===== src/hw/mbc_regs.vh =====
// register map, reset values and field positions of the baud clock generator
`ifndef MBC_REGS_VH
`define MBC_REGS_VH
// register indexes; byte address is index times four
`define MBC_IDX_PORT3_DIR 16'hFF23
`define MBC_IDX_PORT3_LATCH 16'hFF03
`define MBC_IDX_GEN_CTRL 16'hFF4C
`define MBC_IDX_BASE_SEL 16'hFF4D
`define MBC_IDX_BAUD_DIV 16'hFF4E
`define MBC_IDX_PORT3_BITOP 16'hFF50
// reset values
`define MBC_RST_PORT3_DIR 8'hFF
`define MBC_RST_PORT3_LATCH 8'h00
`define MBC_RST_GEN_CTRL 8'h10
`define MBC_RST_BASE_SEL 8'h00
`define MBC_RST_BAUD_DIV 8'h1F
// field positions and masks
`define MBC_CTRL_ENABLE_BIT 7
`define MBC_CTRL_WMASK 8'h93
`define MBC_SEL_WMASK 8'h07
`define MBC_DIV_WMASK 8'h1F
`define MBC_DIR_WMASK 8'h1F
`define MBC_DIR_FIXED 8'hE0
`define MBC_BITOP_VAL_BIT 3
`define MBC_DIV_MIN 5'h04
`endif


===== src/hw/mbc_div_counter.v =====
// modulo-k counter that pulses once every k input ticks
`timescale 1ns/1ps
`default_nettype none
module mbc_div_counter
#(
  parameter WIDTH = 5
)
(
  // clock and reset
  input wire i_mclk,
  input wire i_rst,
  // control
  input wire i_clear,
  input wire i_tick,
  input wire [WIDTH-1:0] i_limit,
  // result
  output reg o_pulse_ff
);
  reg [WIDTH-1:0] count_ff;
  always @(posedge i_mclk or posedge i_rst)
  begin
    if (i_rst)
    begin
      count_ff <= {WIDTH{1'b0}};
      o_pulse_ff <= 1'b0;
    end
    else if (i_clear)
    begin
      count_ff <= {WIDTH{1'b0}};
      o_pulse_ff <= 1'b0;
    end
    else if (i_tick)
    begin
      if (count_ff >= i_limit - {{(WIDTH-1){1'b0}}, 1'b1})
      begin
        count_ff <= {WIDTH{1'b0}};
        o_pulse_ff <= 1'b1;
      end
      else
      begin
        count_ff <= count_ff + {{(WIDTH-1){1'b0}}, 1'b1};
        o_pulse_ff <= 1'b0;
      end
    end
    else
    begin
      o_pulse_ff <= 1'b0;
    end
  end
endmodule // mbc_div_counter
`default_nettype wire


===== src/hw/mbc_baud_gen.v =====
// baud clock generator with apb register file and port-3 direction control
//
// Added by the designer: the APB register port.
`timescale 1ns/1ps
`default_nettype none
`include "mbc_regs.vh"
// Overview of operation
// - base clock is peripheral clock over 2^select, with select codes 6 and 7 acting as 5
// - select register resets zero, byte writes only
// - divide base clock by k, minimum four
// - extra divide by two makes baud clock
// - divisor resets to 1F, byte writes only
// - direction zero drives pin, one releases
// - direction resets all ones, bit or byte writes
// - enable bit seven stops or runs generator
module mbc_baud_gen
(
  // clock and reset
  input wire i_mclk,
  input wire i_rst,
  // apb slave
  input wire i_psel,
  input wire i_penable,
  input wire i_pwrite,
  input wire [31:0] i_paddr,
  input wire [31:0] i_pwdata,
  input wire [3:0] i_pstrb,
  output reg o_pready,
  output reg [31:0] o_prdata,
  output reg o_pslverr,
  // generator
  output reg o_baud_clk,
  output reg o_generator_enable,
  output reg [7:0] o_generator_control,
  // port 3 pins 0 to 4
  output reg [4:0] o_port3_oe,
  output reg [4:0] o_port3_latch
);
  // ----------------------------------------------------------------
  // registers
  // ----------------------------------------------------------------
  reg [7:0] ctrl_ff;
  reg [7:0] sel_ff;
  reg [7:0] div_ff;
  reg [7:0] dir_ff;
  reg [7:0] latch_ff;
  reg [4:0] pre_ff;
  reg [7:0] nxt_ctrl;
  reg [7:0] nxt_sel;
  reg [7:0] nxt_div;
  reg [7:0] nxt_dir;
  reg [7:0] nxt_latch;
  reg [31:0] rd_mux;
  reg hit;
  reg base_tick;
  wire k_pulse;
  wire [4:0] k_limit;
  wire commit;
  wire run;

  wire [7:0] wbyte = i_pwdata[7:0];
  wire [2:0] bit_sel = i_pwdata[2:0];
  wire is_ctrl = (i_paddr == {14'h0000, `MBC_IDX_GEN_CTRL, 2'b00});
  wire is_sel = (i_paddr == {14'h0000, `MBC_IDX_BASE_SEL, 2'b00});
  wire is_div = (i_paddr == {14'h0000, `MBC_IDX_BAUD_DIV, 2'b00});
  wire is_dir = (i_paddr == {14'h0000, `MBC_IDX_PORT3_DIR, 2'b00});
  wire is_latch = (i_paddr == {14'h0000, `MBC_IDX_PORT3_LATCH, 2'b00});
  wire is_bitop = (i_paddr == {14'h0000, `MBC_IDX_PORT3_BITOP, 2'b00});

  // ----------------------------------------------------------------
  // apb decode
  // ----------------------------------------------------------------
  // one wait state so that read data and ready come from flip-flops
  // writes without the lane zero strobe are dropped, with no error
  assign commit = i_psel & i_penable & o_pready & i_pwrite & i_pstrb[0];

  // bit-op address is write-only and reads back zero
  always @*
  begin
    hit = is_ctrl | is_sel | is_div | is_dir | is_latch | is_bitop;
    rd_mux = 32'h0000_0000;
    if (is_ctrl)
      rd_mux = {24'h000000, ctrl_ff};
    else if (is_sel)
      rd_mux = {24'h000000, sel_ff};
    else if (is_div)
      rd_mux = {24'h000000, div_ff};
    else if (is_dir)
      rd_mux = {24'h000000, dir_ff};
    else if (is_latch)
      rd_mux = {24'h000000, latch_ff};
  end

  // ----------------------------------------------------------------
  // register next values
  // ----------------------------------------------------------------
  always @*
  begin
    nxt_ctrl = ctrl_ff;
    nxt_sel = sel_ff;
    nxt_div = div_ff;
    nxt_dir = dir_ff;
    nxt_latch = latch_ff;
    if (commit)
    begin
      if (is_ctrl)
        nxt_ctrl = wbyte & `MBC_CTRL_WMASK;
      if (is_sel)
        nxt_sel = wbyte & `MBC_SEL_WMASK;
      if (is_div)
        nxt_div = wbyte & `MBC_DIV_WMASK;
      if (is_dir)
        nxt_dir = (wbyte & `MBC_DIR_WMASK) | `MBC_DIR_FIXED;
      if (is_latch)
        nxt_latch = wbyte & `MBC_DIR_WMASK;
      if (is_bitop && bit_sel < 3'h5)
        nxt_dir[bit_sel] = i_pwdata[`MBC_BITOP_VAL_BIT];
    end
  end

  always @(posedge i_mclk or posedge i_rst)
  begin
    if (i_rst)
    begin
      ctrl_ff <= `MBC_RST_GEN_CTRL;
      sel_ff <= `MBC_RST_BASE_SEL;
      div_ff <= `MBC_RST_BAUD_DIV;
      dir_ff <= `MBC_RST_PORT3_DIR;
      latch_ff <= `MBC_RST_PORT3_LATCH;
      o_pready <= 1'b0;
      o_prdata <= 32'h0000_0000;
      o_pslverr <= 1'b0;
      o_generator_enable <= 1'b0;
      o_generator_control <= `MBC_RST_GEN_CTRL;
      o_port3_oe <= 5'h00;
      o_port3_latch <= 5'h00;
    end
    else
    begin
      ctrl_ff <= nxt_ctrl;
      sel_ff <= nxt_sel;
      div_ff <= nxt_div;
      dir_ff <= nxt_dir;
      latch_ff <= nxt_latch;
      o_pready <= i_psel & i_penable & ~o_pready;
      o_prdata <= (i_psel & i_penable & ~o_pready & ~i_pwrite) ? rd_mux : 32'h0000_0000;
      o_pslverr <= i_psel & i_penable & ~o_pready & ~hit;
      o_generator_enable <= nxt_ctrl[`MBC_CTRL_ENABLE_BIT];
      o_generator_control <= nxt_ctrl;
      o_port3_oe <= ~nxt_dir[4:0];
      o_port3_latch <= nxt_latch[4:0];
    end
  end

  // ----------------------------------------------------------------
  // clock division
  // ----------------------------------------------------------------
  // select and divisor are not guarded while running;
  // software stops the generator before changing them
  // stopped generator holds dividers cleared
  assign run = ctrl_ff[`MBC_CTRL_ENABLE_BIT];

  always @(posedge i_mclk or posedge i_rst)
  begin
    if (i_rst)
      pre_ff <= 5'h00;
    else if (!run)
      pre_ff <= 5'h00;
    else
      pre_ff <= pre_ff + 5'h01;
  end

  // prescaler tap select
  // prohibited codes fall back to the slowest tap
  always @*
  begin
    case (sel_ff[2:0])
      3'h0: base_tick = run;
      3'h1: base_tick = run & pre_ff[0];
      3'h2: base_tick = run & (&pre_ff[1:0]);
      3'h3: base_tick = run & (&pre_ff[2:0]);
      3'h4: base_tick = run & (&pre_ff[3:0]);
      default: base_tick = run & (&pre_ff[4:0]);
    endcase
  end

  // codes below four give k of four
  assign k_limit = (div_ff[4:0] < `MBC_DIV_MIN) ? `MBC_DIV_MIN : div_ff[4:0];

  // clear follows run, so a restart begins with a full period
  mbc_div_counter #(.WIDTH(5)) u_kdiv
  (
    .i_mclk(i_mclk),
    .i_rst(i_rst),
    .i_clear(~run),
    .i_tick(base_tick),
    .i_limit(k_limit),
    .o_pulse_ff(k_pulse)
  );

  always @(posedge i_mclk or posedge i_rst)
  begin
    if (i_rst)
      o_baud_clk <= 1'b0;
    else if (!run)
      o_baud_clk <= 1'b0;
    else if (k_pulse)
      o_baud_clk <= ~o_baud_clk;
  end
endmodule // mbc_baud_gen
`default_nettype wire


===== config.mk =====
export PLATFORM = sky130hd
export DESIGN_NAME = mbc_baud_gen
export DESIGN_NICKNAME = d
export VERILOG_FILES = /design/src/hw/mbc_div_counter.v /design/src/hw/mbc_baud_gen.v
export VERILOG_INCLUDE_DIRS = /design/src /design/src/hw
export SDC_FILE = /design/constraint.sdc
export NUM_CORES = 1
export LEC_CHECK = 0
export BUFFER_PORTS_ARGS = -buffer_cell sky130_fd_sc_hd__buf_2
export CORE_ASPECT_RATIO = 0.5
export CORE_UTILIZATION = 25
export CTS_BUF_LIST = sky130_fd_sc_hd__clkbuf_16
export DETAILED_ROUTE_END_ITERATION = 16
export PLACE_DENSITY = 0.48
export RECOVER_POWER = 100
export SLEW_MARGIN = 20
export SYNTH_ARGS = -nofsm -noshare
export SYNTH_HDL_FRONTEND = slang
export SYNTH_SLANG_ARGS = --single-unit

===== constraint.sdc =====
create_clock -name i_mclk -period 2.9 [get_ports i_mclk]
set_input_delay 0.29 -clock i_mclk [delete_from_list [all_inputs] [get_ports i_mclk]]
set_output_delay 0.29 -clock i_mclk [all_outputs]
set_load 0.01 [all_outputs]

==> impl_metrics.toml <==
[layout]
final_cell_mix = "buf_2, dfrtp_1, clkbuf_1"
final_area_sq_um = 3650
finalNetCount = 459
layout_commonest_cell = "buf_2"
fin_cells = 542
area_growth_pct = 14.3
drive_above_1_share_pct = 24.1
insertedDiodeCount = 0

[sta]
holdWs_ns = 0.232
finalCriticalPeriod_ns = 2.43
relSlewSlack_pct = 19.3
finalSetupViolCount = 0
tightest_slew_ns = 1.21
fmax_ghz = 0.412
min_period_over_period_pct = 83.7
maxSlewViolCount = 0
hold_viol_final = 0
skew_ns = 0.00462
rsz0062_at_grt = "false"
timing.setup.tns_ns = 0

[yosys]
synth_cells = 306
synthXorXnorAreaFrac_pct = 0.823
synth-simple-area-share_pct = 22.4
ys_async_sr_fraction_pct = 100
synth-edff-count = 0
synthesis.area_sq_um = 3190
yosys.cell_types.count = 69
ys_seq_area_share_pct = 41.3
synth_adder_area_share_pct = 3.92
synth-seq-cells = 52
synth-compound-area-share_pct = 12.4
syn_avg_cell_area_sq_um = 10.4
ys.flop_type = "dfrtp_1"
synth_top_family_by_area = "simple AND/OR/NAND/NOR gates"
yosysWarnings = 0
synth.area.mux_share_pct = 8.86

[floorplan]
num_rows = 28
die_h_um = 81.9
initial_core_util_pct = 26.3
io_pins = 127
die_area_sq_um = 13300
die_w_um = 162
core_area_sq_um = 12100

[run_status]
status = "complete, no violations"

[placed_design]
place_area_sq_um = 3610
hpwl_mm = 5.94
io_buffers = 69
place_congestion = 0.754
dp_cells = 533

[worst_setup_path]
critPathLaunchType = "flip-flop"
worstRegToRegCells = 11
end_kind = "flip-flop"
worstPathRequired_ns = 3.10
crit_type = "reg2reg"
cp.arrival_ns = 2.63
path_max_fanout = 9

[grt]
grt_max_degree = 23
grt_usage_pct = 12.1
grt_pass1_vias = 2363
grt_first_pass_wirelength_mm = 12.4
antenna_found_initial = 0
grt_overflow = 0

[routing]
final_antenna_net_count = 0
viasPerCell = 4.67
dr_total_vias = 2530
dr.pass1.iters = 4
wire_per_inst_um = 14.2
drt_iter0_markers = 148
routed_wl_mm = 7.70
drc = 0

[cts]
cts_root_buf = "clkbuf_16"
post-cts-setup-buffer-count = 0
clkSinkCount = 52
numCtsBuffers = 5
clk_pin_slew_ns = 0.07
tritoncts = "done"
cts_buffer_depth = 2
cts_resized = 0
worstSkewPairLatency_ns = 0.29
htree_levels = 2

[power_and_ir_drop]
power_leakage_uw = 0.00156
finalPower_uw = 1510
p_per_area_nw_per_um2 = 415
peakVddDrop_uv = 192

[worst_hold_path]
min_path_type = "in2reg"
min_path_cells = 2

[run]
drv_cap = 0
==> state kept, by name (all words and copies together) (netlist names), 3 cells and up <==
name,flops
ctrl_ff,4
pre_ff,5
sel_ff,3
latch_ff,5
div_ff,5
o_port3_oe,5
u_kdiv.count_ff,5
dir_ff,8
o_prdata,8
==> cell usage after synthesis (all sizes together) (4+ instances only) <==
cell / number / area, sq um
nor3: 10 / 66.3
nor2: 15 / 58.8
or2: 6 / 37.5
mux2i: 8 / 80.1
dfstp: 14 / 368
a21o: 4 / 30.0
nand4: 5 / 37.5
o21ai: 5 / 25.0
mux2: 18 / 203
clkbuf: 7 / 27.5
nand3: 13 / 65.1
or4: 5 / 45.0
and3: 4 / 25.0
o22ai: 5 / 31.3
nand2: 14 / 52.6
a211oi: 4 / 30.0
ha: 10 / 125
buf: 34 / 259
dfrtp: 38 / 951
or3: 6 / 37.5
inv: 9 / 33.8
nor4: 10 / 109
a21oi: 13 / 65.1
==> where the power goes <==
| group | internal (uW) | switching, uW | total (uW) |
|---|---|---|---|
| registers | 727 | 1.19 | 729 |
| logic | 35.3 | 77.4 | 113 |
| clock network | 406 | 266 | 672 |
==> worst max-delay path, stage by stage (launching register included) <==
cell,delay [ns]
dfstp_1,0.41
or3_1,0.40
nand2_1,0.10
ha_1,0.19
xor2_1,0.16
ha_1,0.26
a21oi_1,0.12
o21ai_0,0.10
a31oi_1,0.17
buf_4,0.18
nand4b_1,0.10
a31oi_1,0.16
==> area by class of cell <==
class	instances	area [sq um]
clock buffer	5	125
clock inverter	3	42.5
fill	1343	8470
inverter	10	37.5
multi-input combinational	230	1560
sequential	52	1320
tap	165	206
timing repair buffer	77	364
==> cell families after synthesis <==
group | count (synthesis)
XOR/XNOR | 3
multiplexers | 26
AND/OR/NAND/NOR | 109
AO/OA/AOI/OAI | 54
buffers and inverters | 51
other | 1
adder cells (fa/ha/maj) | 10
flip-flops | 52
==> routing by layer <==
| layer | routed length, um | vias to the layer above | share of wire [%] | GRT usage (%) |
|---|---|---|---|---|
| li1 | - | 1219 | - | - |
| met1 | 3620 | 1239 | 47 | 15.6 |
| met2 | 3720 | 68 | 48 | 20.7 |
| met3 | 293 | 4 | 3.8 | 2.37 |
| met4 | 62 | 0 | 0.81 | 3.30 |
| met5 | 0 | - | 0 | 0 |
==> worst paths after layout <==
path	startpoint	endpoint	slack, ns
worst max register to register	div_ff[4]	u_kdiv.count_ff[2]	0.47
max in group asynchronous	i_rst	o_port3_oe[3]	0.84
min in group asynchronous	i_rst	pre_ff[0]	0.58
worst min register to register	pre_ff[0]	pre_ff[0]	0.49
worst max-delay path	div_ff[4]	u_kdiv.count_ff[2]	0.47
worst min-delay path	i_pwdata[7]	ctrl_ff[7]	0.23
==> stage by stage <==
step,setup slack (ns),util (%)
after floorplan,0.485,-
after global placement,0.511,29.8
after detailed placement,0.491,29.8
after CTS,0.479,31.3
after global routing,0.242,30.1
final,0.474,30.1
==> repair_timing <==
action,in CTS,in global routing
endpoints found under the setup margin,0,0
hold buffers,1,0
endpoints found under the hold margin,7,0
Note: power is estimated with default switching activity, not from simulation.
